--- config.mk ---
export PLATFORM = sky130hd
export DESIGN_NAME = smc_sleep_controller
export DESIGN_NICKNAME = d
export VERILOG_FILES = /design/src/rtl/smc_pkg.sv /design/src/rtl/smc_wake_timer.sv /design/src/rtl/smc_sleep_controller.sv
export SDC_FILE = /design/constraint.sdc
export NUM_CORES = 1
export LEC_CHECK = 0
export BUFFER_PORTS_ARGS = -buffer_cell sky130_fd_sc_hd__buf_2
export CAP_MARGIN = 30
export CORE_ASPECT_RATIO = 1.4
export CORE_MARGIN = 4
export CORE_UTILIZATION = 35
export DETAILED_ROUTE_END_ITERATION = 10
export GPL_TIMING_DRIVEN = 0
export PLACE_DENSITY = 0.7
export SLEW_MARGIN = 40
export SYNTH_ARGS = -nofsm -noshare
export SYNTH_HDL_FRONTEND = slang
export SYNTH_SLANG_ARGS = --single-unit
--- constraint.sdc ---
create_clock -name pclk -period 2.22 [get_ports pclk]
set_clock_uncertainty 0.15 [all_clocks]
set_input_delay 0.222 -clock pclk [delete_from_list [all_inputs] [get_ports pclk]]
set_output_delay 0.222 -clock pclk [all_outputs]
set_load 0.01 [all_outputs]
--- src/rtl/smc_pkg.sv ---
// smc_pkg: constants and carriers for the sleep mode controller
// assumes an APB slave with 32-bit data; offsets 0x0/0x1 are register indices
package smc_pkg;
  localparam int unsigned SMC_IDX_SLEEP_CONTROL     = 0;
  localparam int unsigned SMC_IDX_REGULATOR_CONTROL = 1;
  localparam logic [11:0] SMC_ADDR_SLEEP_CONTROL     = 12'(4 * SMC_IDX_SLEEP_CONTROL);
  localparam logic [11:0] SMC_ADDR_REGULATOR_CONTROL = 12'(4 * SMC_IDX_REGULATOR_CONTROL);
  localparam logic [11:0] SMC_ADDR_STATUS            = 12'h008;
  localparam logic [7:0]  SMC_SLEEP_CONTROL_RESET     = 8'h00;
  localparam logic [7:0]  SMC_REGULATOR_CONTROL_RESET = 8'h00;
  localparam int unsigned SMC_ENABLE_BIT  = 0;
  localparam int unsigned SMC_MODE_LSB    = 1;
  localparam int unsigned SMC_POWER_LSB   = 0;
  localparam int unsigned SMC_LEAKAGE_BIT = 4;
  localparam logic [7:0]  SMC_CTRL_MASK   = 8'h0F;
  localparam logic [7:0]  SMC_VREG_MASK   = 8'h17;
  localparam logic [2:0]  SMC_MODE_IDLE    = 3'h0;
  localparam logic [2:0]  SMC_MODE_STANDBY = 3'h1;
  localparam logic [2:0]  SMC_MODE_PDOWN   = 3'h2;
  localparam logic [2:0]  SMC_POWER_AUTO   = 3'h0;
  localparam logic [2:0]  SMC_POWER_FULL   = 3'h1;
  localparam logic [1:0]  SMC_BROWNOUT_WAIT = 2'h3;
  localparam int unsigned SMC_WAKE_CYCLES  = 6;
  localparam logic [2:0]  SMC_WAKE_LOAD    = 3'(SMC_WAKE_CYCLES - 1);

  typedef enum logic [2:0] {
    SMC_ST_ACTIVE  = 3'b000,
    SMC_ST_SLEEP   = 3'b001,
    SMC_ST_STARTUP = 3'b010,
    SMC_ST_WAKE    = 3'b011
  } smc_state_e;

  // wake request lines, one per source class
  typedef struct packed {
    logic pin_async;   // pin change on a fully asynchronous pin
    logic pin_sync;    // pin change on a synchronous pin
    logic addr_match;  // two_wire_interface address match
    logic lut_out;     // configurable_logic output
    logic periodic;    // periodic_interrupt_timer
    logic brownout;    // brownout_detector level monitor
    logic rsb;         // run_in_standby peripherals (rtc, adc, ac, zcd, timers a/b)
    logic other;       // all remaining interrupts
  } smc_wake_s;

  // clock and power gates toward the clock controller
  typedef struct packed {
    logic cpu_clk_en;
    logic per_clk_en;
    logic rsb_clk_en;
    logic timer_d_clk_en;
    logic main_osc_en;
    logic rtc_osc_en;
    logic reg_low_power;
    logic htll_active;
  } smc_gate_s;
endpackage : smc_pkg

--- src/rtl/smc_wake_timer.sv ---
// smc_wake_timer: counts the six-cycle wake delay on the peripheral clock
// assumes start is a one-cycle pulse; done pulses when the count expires
`timescale 1ns/1ps
module smc_wake_timer (
  input  wire logic pclk,     // peripheral clock
  input  wire logic presetn,  // async reset, active low
  input  wire logic start,    // load the counter
  output logic      done      // one-cycle pulse at expiry
);
  import smc_pkg::*;
  logic [2:0] count;
  logic       busy;

  always_ff @(posedge pclk or negedge presetn) begin
    if (!presetn) begin
      count <= 3'h0;
      busy  <= 1'b0;
    end else if (start) begin
      count <= SMC_WAKE_LOAD;
      busy  <= 1'b1;
    end else if (busy) begin
      if (count == 3'h0) begin
        busy <= 1'b0;
      end else begin
        count <= count - 3'h1;
      end
    end
  end

  assign done = busy && (count == 3'h0) && !start;
endmodule : smc_wake_timer

--- src/rtl/smc_sleep_controller.sv ---
// smc_sleep_controller: sleep mode controller with apb registers and clock gating
// assumes cpu sleep_instr pulses, wake lines are synchronous, osc/regulator/brown-out
// ready levels come from the clock controller and brown-out detector
//
// Contract
// [RULE1] software picks mode and sets sleep enable before sleeping
// [RULE2] sleep starts only on the sleep instruction, not on writes
// [RULE3] with no enabled wake source, only reset ends sleep; code also ends it on dbg_break
// [RULE4] auto power mode: low-power regulator asleep when only low-freq osc runs
// [RULE5] full power mode: regulator always at full performance
// [RULE6] idle stops cpu clock only; every interrupt wakes
// [RULE7] standby: peripheral runs and wakes only with its run-in-standby bit
// [RULE8] standby: listed peripherals need run-in-standby; others and type d timer stop
// [RULE9] power-down keeps watchdog and periodic timer running
// [RULE10] power-down wakes on pin change, address match, logic, periodic timer, brown-out
// [RULE11] logic wakes from power-down only with filter and edge detect zero
// [RULE12] standby and power-down: only asynchronous pins wake on pin change
// [RULE13] software disables address match and logic wake before hot low leakage
// [RULE14] power-down stops all oscillators except low-freq/rtc when needed
// [RULE15] wake takes six cycles, after osc and regulator start-up if off
// [RULE16] brown-out fuse 3 extends wake until detector is ready
// [RULE17] debugger break while asleep returns to active
// [RULE18] mode field: idle 0, standby 1, power-down 2, rest reserved
// [RULE19] power mode: auto 0, full 1, protected by change protection
// [RULE20] interrupt wake resumes after sleep; reset restarts from vector
// [RULE21] sleep instruction with sleep enable clear is ignored
`timescale 1ns/1ps
module smc_sleep_controller (
  input  wire logic             pclk,            // peripheral clock, 125 MHz
  input  wire logic             presetn,         // any system reset, active low
  input  wire logic             psel,            // apb select
  input  wire logic             penable,         // apb access phase
  input  wire logic             pwrite,          // apb write
  input  wire logic [11:0]      paddr,           // apb byte address
  input  wire logic [31:0]      pwdata,          // apb write data
  input  wire logic [3:0]       pstrb,           // apb byte strobes
  output logic      [31:0]      prdata,          // apb read data
  output logic                  pready,          // apb ready
  output logic                  pslverr,         // apb error
  input  wire logic             ccp_unlocked,    // change protection open
  input  wire logic             sleep_instr,     // cpu executes sleep, pulse
  input  wire logic             dbg_break,       // debugger break
  input  wire smc_pkg::smc_wake_s wake_req,      // raw wake requests
  input  wire smc_pkg::smc_wake_s wake_en,       // wake sources enabled
  input  wire logic             run_in_standby,  // any rsb peripheral has bit set
  input  wire logic             main_osc_rsb,    // main osc forced on in standby
  input  wire logic             rtc_osc_rsb,     // rtc osc forced on in standby
  input  wire logic             lfo_needed,      // low-freq osc feeds bod/wdt/pit
  input  wire logic             only_lfo_on,     // low-freq osc is only osc on
  input  wire logic [2:0]       lut_filter_select, // lookup_table filter field
  input  wire logic [1:0]       lut_edge_detect,   // lookup_table edge field
  input  wire logic [1:0]       brownout_fuse_config, // active/idle bod fuse field
  input  wire logic             brownout_ready,  // brownout detector ready
  input  wire logic             osc_ready,       // main oscillator started
  input  wire logic             reg_ready,       // regulator started
  output smc_pkg::smc_gate_s    gates,           // clock and power gates
  output logic                  asleep,          // cpu halted by sleep
  output logic                  wake_irq_pending // wake caused by interrupt
);
  import smc_pkg::*;

  logic [7:0]  sleep_control;
  logic [7:0]  regulator_control;
  smc_state_e  state;
  smc_state_e  next_state;
  logic [2:0]  mode;
  logic        osc_was_off;
  logic        wake_any;
  logic        wake_start;
  logic        wake_done;
  logic        brownout_wait_met;
  logic        apb_wr;
  logic        apb_rd;
  smc_gate_s   next_gates;

  function automatic logic mode_known(input logic [2:0] m);
    mode_known = (m == SMC_MODE_IDLE) || (m == SMC_MODE_STANDBY) || (m == SMC_MODE_PDOWN);
  endfunction : mode_known

  wire [2:0] sel_mode               = sleep_control[SMC_MODE_LSB +: 3];
  wire       sleep_enable_bit       = sleep_control[SMC_ENABLE_BIT];
  wire [2:0] regulator_power_mode   = regulator_control[SMC_POWER_LSB +: 3];
  wire       hot_low_leakage_enable = regulator_control[SMC_LEAKAGE_BIT];

  // apb: zero wait states, unmapped addresses raise pslverr
  assign apb_wr  = psel && penable && pwrite;
  assign apb_rd  = psel && !pwrite;
  assign pready  = 1'b1;
  assign pslverr = psel && penable && (paddr != SMC_ADDR_SLEEP_CONTROL)
                   && (paddr != SMC_ADDR_REGULATOR_CONTROL) && (paddr != SMC_ADDR_STATUS);

  always_ff @(posedge pclk or negedge presetn) begin
    if (!presetn) begin
      sleep_control <= SMC_SLEEP_CONTROL_RESET;
    end else if (apb_wr && pstrb[0] && paddr == SMC_ADDR_SLEEP_CONTROL) begin
      sleep_control <= pwdata[7:0] & SMC_CTRL_MASK; // RULE2
    end
  end

  // regulator control only changes while change protection is open
  always_ff @(posedge pclk or negedge presetn) begin
    if (!presetn) begin
      regulator_control <= SMC_REGULATOR_CONTROL_RESET;
    end else if (apb_wr && pstrb[0] && ccp_unlocked
                 && paddr == SMC_ADDR_REGULATOR_CONTROL) begin
      regulator_control <= pwdata[7:0] & SMC_VREG_MASK; // RULE19
    end
  end

  always_ff @(posedge pclk or negedge presetn) begin
    if (!presetn) begin
      prdata <= 32'h0000_0000;
    end else if (apb_rd && !penable) begin
      case (paddr)
        SMC_ADDR_SLEEP_CONTROL:     prdata <= {24'h00_0000, sleep_control};
        SMC_ADDR_REGULATOR_CONTROL: prdata <= {24'h00_0000, regulator_control};
        SMC_ADDR_STATUS:            prdata <= {28'h000_0000, 1'b0, state};
        default:                    prdata <= 32'h0000_0000;
      endcase
    end
  end

  // wake qualification per latched mode
  always_comb begin
    wake_any = 1'b0;
    case (mode)
      SMC_MODE_IDLE: begin
        wake_any = |(wake_req & wake_en); // RULE6
      end
      SMC_MODE_STANDBY: begin
        wake_any = (wake_req.pin_async & wake_en.pin_async)  // RULE12
                 | (wake_req.addr_match & wake_en.addr_match)
                 | (wake_req.periodic & wake_en.periodic)
                 | (wake_req.brownout & wake_en.brownout)
                 | (wake_req.lut_out & wake_en.lut_out & run_in_standby) // RULE8
                 | (wake_req.rsb & wake_en.rsb & run_in_standby); // RULE7
      end
      SMC_MODE_PDOWN: begin
        wake_any = (wake_req.pin_async & wake_en.pin_async)  // RULE10 RULE12
                 | (wake_req.addr_match & wake_en.addr_match & !hot_low_leakage_enable)
                 | (wake_req.lut_out & wake_en.lut_out & !hot_low_leakage_enable // RULE13
                    & (lut_filter_select == 3'h0) & (lut_edge_detect == 2'h0)) // RULE11
                 | (wake_req.periodic & wake_en.periodic)
                 | (wake_req.brownout & wake_en.brownout);
      end
      default: wake_any = 1'b0;
    endcase
  end

  assign brownout_wait_met = (brownout_fuse_config != SMC_BROWNOUT_WAIT) // RULE16
                          || brownout_ready;
  assign wake_start   = (state == SMC_ST_SLEEP && (wake_any || dbg_break) && !osc_was_off)
                     || (state == SMC_ST_STARTUP && osc_ready && reg_ready);

  smc_wake_timer u_wake_timer (
    .pclk    (pclk),
    .presetn (presetn),
    .start   (wake_start),
    .done    (wake_done)
  );

  logic timer_expired;
  always_ff @(posedge pclk or negedge presetn) begin
    if (!presetn) begin
      timer_expired <= 1'b0;
    end else if (wake_start) begin
      timer_expired <= 1'b0;
    end else if (wake_done) begin
      timer_expired <= 1'b1;
    end
  end

  always_comb begin
    next_state = state;
    case (state)
      SMC_ST_ACTIVE: begin
        if (sleep_instr && sleep_enable_bit && mode_known(sel_mode)) begin // RULE2 RULE21
          next_state = SMC_ST_SLEEP;
        end
      end
      SMC_ST_SLEEP: begin
        if (wake_any || dbg_break) begin // RULE3 RULE17
          next_state = osc_was_off ? SMC_ST_STARTUP : SMC_ST_WAKE;
        end
      end
      SMC_ST_STARTUP: begin
        if (osc_ready && reg_ready) begin // RULE15
          next_state = SMC_ST_WAKE;
        end
      end
      SMC_ST_WAKE: begin
        if ((wake_done || timer_expired) && brownout_wait_met) begin // RULE15 RULE16
          next_state = SMC_ST_ACTIVE;
        end
      end
      default: next_state = SMC_ST_ACTIVE;
    endcase
  end

  always_ff @(posedge pclk or negedge presetn) begin
    if (!presetn) begin
      state <= SMC_ST_ACTIVE; // RULE20
    end else begin
      state <= next_state;
    end
  end

  always_ff @(posedge pclk or negedge presetn) begin
    if (!presetn) begin
      mode        <= SMC_MODE_IDLE;
      osc_was_off <= 1'b0;
    end else if (state == SMC_ST_ACTIVE && next_state == SMC_ST_SLEEP) begin
      mode        <= sel_mode; // RULE18
      osc_was_off <= (sel_mode == SMC_MODE_PDOWN)
                  || (sel_mode == SMC_MODE_STANDBY && !main_osc_rsb); // RULE15
    end
  end

  always_ff @(posedge pclk or negedge presetn) begin
    if (!presetn) begin
      wake_irq_pending <= 1'b0;
    end else if (state == SMC_ST_SLEEP && wake_any) begin
      wake_irq_pending <= 1'b1; // RULE20
    end else if (state == SMC_ST_ACTIVE) begin
      wake_irq_pending <= 1'b0;
    end
  end

  // gates follow state; asleep covers sleep, start-up and the wake count
  always_comb begin
    next_gates = '{default: 1'b1};
    next_gates.reg_low_power = 1'b0;
    next_gates.htll_active   = 1'b0;
    if (state == SMC_ST_SLEEP) begin
      next_gates.cpu_clk_en = 1'b0; // RULE6
      case (mode)
        SMC_MODE_STANDBY: begin
          next_gates.per_clk_en  = 1'b0;
          next_gates.rsb_clk_en  = run_in_standby; // RULE7 RULE8
          next_gates.timer_d_clk_en = 1'b0; // RULE8
          next_gates.main_osc_en = main_osc_rsb;
          next_gates.rtc_osc_en  = rtc_osc_rsb;
        end
        SMC_MODE_PDOWN: begin
          next_gates.per_clk_en  = 1'b0; // RULE9
          next_gates.rsb_clk_en  = 1'b0;
          next_gates.timer_d_clk_en = 1'b0;
          next_gates.main_osc_en = 1'b0; // RULE14
          next_gates.rtc_osc_en  = lfo_needed; // RULE14
          next_gates.htll_active = hot_low_leakage_enable
                                && (regulator_power_mode == SMC_POWER_AUTO);
        end
        default: begin
        end
      endcase
      next_gates.reg_low_power = (regulator_power_mode == SMC_POWER_AUTO) // RULE4 RULE5
                              && only_lfo_on;
    end else if (state == SMC_ST_STARTUP || state == SMC_ST_WAKE) begin
      next_gates.cpu_clk_en = 1'b0;
    end
  end

  always_ff @(posedge pclk or negedge presetn) begin
    if (!presetn) begin
      gates <= '{default: 1'b1, reg_low_power: 1'b0, htll_active: 1'b0};
    end else begin
      gates <= next_gates;
    end
  end

  assign asleep = (state != SMC_ST_ACTIVE);
endmodule : smc_sleep_controller

**Word level (Yosys, flattened, before mapping)**

Index checks and enable logic that the tools add are counted.

- Add/subtract/negate cells: 1
- Reduce and logical (&&, ||, !) cells: 55
- Equality and inequality tests: 14
- Multiplexer cells: 23
- Bitwise operators: 22

Operators with widths:

| cell | count |
|---|---|
| logical AND 1 bit | 26 |
| two-way mux 3 bit | 7 |
| logical NOT 3 bit | 6 |
| one-hot mux 5 bit (3 select lines) | 1 |
| AND 1 bit | 12 |
| == test 12 x 3 -> 1 bit, second input constant | 1 |
| == test 12 x 4 -> 1 bit, second input constant | 1 |
| == test 3 x 1 -> 1 bit, second input constant | 4 |
| == test 3 x 2 -> 1 bit, second input constant | 4 |
| logical NOT 12 bit | 1 |
| inequality test 12 x 3 -> 1 bit, second input constant | 1 |
| inequality test 12 x 4 -> 1 bit, second input constant | 1 |
| one-hot mux 3 bit (4 select lines) | 1 |
| nonzero test 12 bit | 1 |
| two-way mux 1 bit | 11 |
| one-hot mux 5 bit (2 select lines) | 1 |
| bitwise OR 1 bit | 9 |
| AND 8 bit | 1 |
| logical OR 1 bit | 8 |
| OR reduction 8 bit | 1 |
| two-way mux 7 bit | 1 |
| logical NOT 1 bit | 6 |
| nonzero test 2 bit | 3 |
| one-hot mux 1 bit (3 select lines) | 1 |
| other kinds (6) | 6 |

- Bits in registers: 61

**Depth between registers and ports, before layout**

- Word-level depth: 20
- Mapped depth: 7
- Depth with buffers taken out: 7

**Cells and area by module**

A second synthesis with hierarchy kept.

- Cells, all modules: 189
- Area, all modules: 1,889.3 um^2

By module, submodules not included:

| module | area an instance (um^2) | times used | cells an instance | seq. area each (um^2) |
|---|---|---|---|---|
| smc_sleep_controller | 1,662.8 | 1 | 170 | 732.0 |
| smc_wake_timer | 226.5 | 1 | 19 | 100.1 |

**Worst setup path before layout**

No wires, ideal clock.

- Path kind: reg-to-reg
- From: register state[0]
- To: register mode[1]
- Path buffers: 0
- Data required time: 1,942 ps
- Arrival: 1,612 ps
- Path slack: 330 ps
- Cell stages (with the launch flop): 4
- Period minus slack after synthesis: 1,890 ps
- Library setup time: 128 ps
- Cell sequence: dfrtp_1 > or3_4 > a2111oi_4 > mux2_1

- Longest elaborated chain between the ends: 12

Ends and longest elaborated chain:

| item | line | source |
|---|---|---|
| start: declaration | smc_sleep_controller.sv:64 | `smc_state_e state;` |
| start signal: assignment | smc_sleep_controller.sv:204 | `state <= next_state;` |
| == test 3 x 1 -> 1 bit or == test 3 x 2 -> 1 bit (tied branches) | smc_sleep_controller.sv:152, smc_sleep_controller.sv:175, smc_sleep_controller.sv:153 |  |
| logical AND 1 bit (on tied branches) (2 in series) | smc_sleep_controller.sv:152, smc_sleep_controller.sv:153 |  |
| logical OR 1 bit | smc_sleep_controller.sv:153 | `\|\| (state == SMC_ST_STARTUP && osc_ready && reg_ready);` |
| logical NOT 1 bit | smc_wake_timer.sv:30 | `assign done = busy && (count == 3'h0) && !start;` |
| logical AND 1 bit | smc_wake_timer.sv:30 |  |
| logical OR 1 bit | smc_sleep_controller.sv:192 | `if ((wake_done \|\| timer_expired) && brownout_wait_met) begin` |
| logical AND 1 bit | smc_sleep_controller.sv:192 |  |
| two-way mux 3 bit | smc_sleep_controller.sv:192 |  |
| one-hot mux 3 bit (4 select lines) | smc_sleep_controller.sv:175 | `case (state)` |
| == test 3 x 1 -> 1 bit | smc_sleep_controller.sv:212 | `end else if (state == SMC_ST_ACTIVE && next_state == SMC_ST_SLEEP) begin` |
| logical AND 1 bit (*) | smc_sleep_controller.sv:212 |  |
| end signal: assignment | smc_sleep_controller.sv:213 | `mode <= sel_mode;` |
| end: declaration | smc_sleep_controller.sv:66 | `logic [2:0] mode;` |

Mark *: on every way between the ends. The rest lies on a longest branch, timed or not.
A chain may end at the register's enable or synchronous reset.

**Worst setup path after layout**

- From: register state[0]
- To: register mode[0]

The elaborated chain is that of the path after synthesis.

==> results.yml <==
die:
  rows: 31
  die_w_um: 69.99
  ios: 131
  die-area_um2: 6634
  core_area_um2: 5197
  dieHeight_um: 94.79
  start_util_pct: 36.23
logic_synthesis:
  async_reset_ff_share_pct: 100.0
  syn-cell-area_um2: 1883
  syn_avg_cell_area_um2: 10.35
  ys.flop_type: "dfrtp_1"
  synth_edf_count: 0
  syn-instance-count: 182
  ys_types: 50
  ys_seq_area_share_pct: 44.19
  ys_seq_elements: 33
  yosysWarnings: 0
layout:
  final_cell_mix: "buf_2, buf_4, conb_1, dfrtp_1, nand2_1"
  drive_gt1_share_pct: 43.88
  diodes: 0
  stdcell_area_um2: 2572
  final_common_cell: "buf_2"
  final_nets: 382
  synthToLayoutAreaGrowth_pct: 36.61
sta:
  max_freq_mhz: 492.0
  timing.slew.headroom_pct: 52.58
  period_needed_ns: 2.033
  finalMaxSlewViolations: 0
  hold_ws_ns: 0.01177
  final_hold_viol_count: 0
  finalSetupViolations: 0
  tightest_slew_ns: 0.7114
  grt_setup_unrepaired: "false"
  fin_crit_sh_pct: 91.55
  finalSetupTns_ns: 0
worst_setup_path:
  ff2ff_setup_slack_ns: 0.19
  worstPathCellList: "or3_4 > a2111oi_4 > mux2_1"
  end_kind: "flip-flop"
  crit_family: "compound AO/OA/AOI/OAI gates"
  r2r-end: "mode[0]"
  path_max_fanout: 7
  worstSetupStartpointType: "flip-flop"
  crit_slowest_cell: "a2111oi_4"
  cp.buffers_inverters: 0
  rr_startpoint: "state[0]"
  critPathMaxStageDelay_ns: 0.49
  cp_data_required_time_ns: 2.24
  arrival_ns: 2.05
  ff2ff_path_depth: 3
  criticalPathCategory: "flip-flop to flip-flop"
place:
  io_buffers: 72
  dp_hpwl_um: 3474
  dpl_cell_area_um2: 2432
  gp_congestion: 0.7607
cts:
  clk_pin_slew_ns: 0.07
  htreeDepth: 2
  clkSinkCount: 33
  clk_path_buf_depth: 2
  clkLatencyLatePin_ns: 0.29
  ctsResizeCount: 0
  holdBufCountCts: 5
  cts_setup_buffers: 0
  numCtsBuffers: 5
  cts_root_buf: "clkbuf_8"
  tritoncts: "yes"
min_path:
  worstHoldStart: "pwdata[2]"
  hp-class: "input port to flip-flop"
  min_delay_path_depth: 2
  hold_end: "sleep_control[2]"
grt:
  grt_max_degree: 34
  track_usage_pct: 13.78
  grt_pass1_vias: 1618
  antenna_found_initial: 0
  grt_pass1_wl_um: 7251
  overflow: 0
run:
  max_cap_violations: 0
power:
  ir_drop_mv: 0.2936
  leakage_nw: 1.373
  p_per_area_nw_per_um2: 557.6
detailed_routing:
  viasPerCell: 4.519
  drt_iter0_drc: 52
  wl_um: 4327
  vias: 1627
  drtAntennaViolNets: 0
  dr.pass1.iters: 4
  avgRoutedWirePerCell_um: 12.02
  drc: 0
status:
  status: "completed"
-- synth_stat cells, drive strengths merged, types with 2 or more instances --
| library cell | count | area share [%] |
|---|---|---|
| buf | 31 | 12 |
| dfrtp | 28 | 37 |
| nand2 | 14 | 2.9 |
| mux2 | 12 | 7.2 |
| o21ai | 10 | 2.7 |
| nor2 | 9 | 1.8 |
| inv | 8 | 1.6 |
| nand3 | 7 | 1.9 |
| a21oi | 5 | 1.3 |
| a22oi | 5 | 2.0 |
| dfstp | 5 | 7.0 |
| nor3 | 5 | 1.3 |
| nor3b | 5 | 2.5 |
| and3 | 4 | 1.3 |
| a21o | 2 | 0.80 |
| conb | 2 | 0.40 |
| ha | 2 | 1.3 |
| nor2b | 2 | 0.80 |
| nor4 | 2 | 0.66 |
| o41ai | 2 | 1.3 |
| or2b | 2 | 0.86 |
| or3 | 2 | 1.0 |
-- worst max path at each step --
stage	from	depth (start not counted)	endpoint	slack (ns)
after global routing	paddr[5]	7	regulator_control[2]	0.11
after detailed placement	paddr[9]	7	regulator_control[2]	0.07
after floorplan	state[0]	3	mode[1]	0.33
after CTS	state[0]	3	mode[0]	0.18
final	state[0]	3	mode[0]	0.19
after global placement	paddr[9]	7	regulator_control[2]	0.1
-- logic make-up after synthesis --
kind of cell / count (synthesis) / share of synthesized area, %
AO/OA/AOI/OAI: 35 / 14.22
multiplexers: 12 / 7.176
XOR/XNOR: 1 / 0.4652
other: 2 / 0.3988
AND/OR/NAND/NOR: 58 / 18.21
adder cells (fa/ha/maj): 2 / 1.329
buffers and inverters: 39 / 14.02
flip-flops: 33 / 44.19
-- through the flow --
step	std cells	util (%)	setup WS [ns]	total power, mW
after floorplan	209	-	0.3303	0.8645
after global placement	347	46.70	0.09612	0.9624
after detailed placement	347	46.80	0.07266	0.9719
after CTS	360	49.49	0.1798	1.451
after global routing	360	49.49	0.1130	1.529
final	360	49.49	0.1875	1.434
-- worst register-to-register path, stage by stage, from the launching register on --
cell and delay (ns):
dfrtp_1 0.46, or3_4 0.45, a2111oi_4 0.49, mux2_1 0.37
-- report_power, final --
part / switching (mW) / internal (mW) / total [mW]
Sequential: 0.0239 / 0.647 / 0.671
Clock: 0.212 / 0.253 / 0.465
Combinational: 0.146 / 0.152 / 0.298
Total: 0.382 / 1.05 / 1.43
-- routing by layer --
metal | up-vias | GRT usage [%] | wire (um)
li1 | 811 | - | -
met1 | 739 | 15.69 | 1682
met2 | 70 | 24.13 | 2211
met3 | 7 | 4.153 | 363
met4 | 0 | 5.431 | 70
met5 | - | 0 | 0
-- final cells by class --
cell class / instances / area, um2
fillers: 520 / 2625
inverters: 8 / 30.03
well taps: 66 / 82.58
flip-flops and latches: 33 / 832.0
repair buffers: 77 / 410.4
multi-input cells: 137 / 893.4
plain buffers: 31 / 234.0
clock buffers: 8 / 90.09
-- state kept, by name, indices dropped and copies added (netlist names) --
signal	count
sleep_control	4
wake_irq_pending	1
mode	3
timer_expired	1
osc_was_off	1
u_wake_timer.count	3
gates	7
state	3
regulator_control	4
u_wake_timer.busy	1
prdata	5
Note: power is estimated with default switching activity, not from simulation.
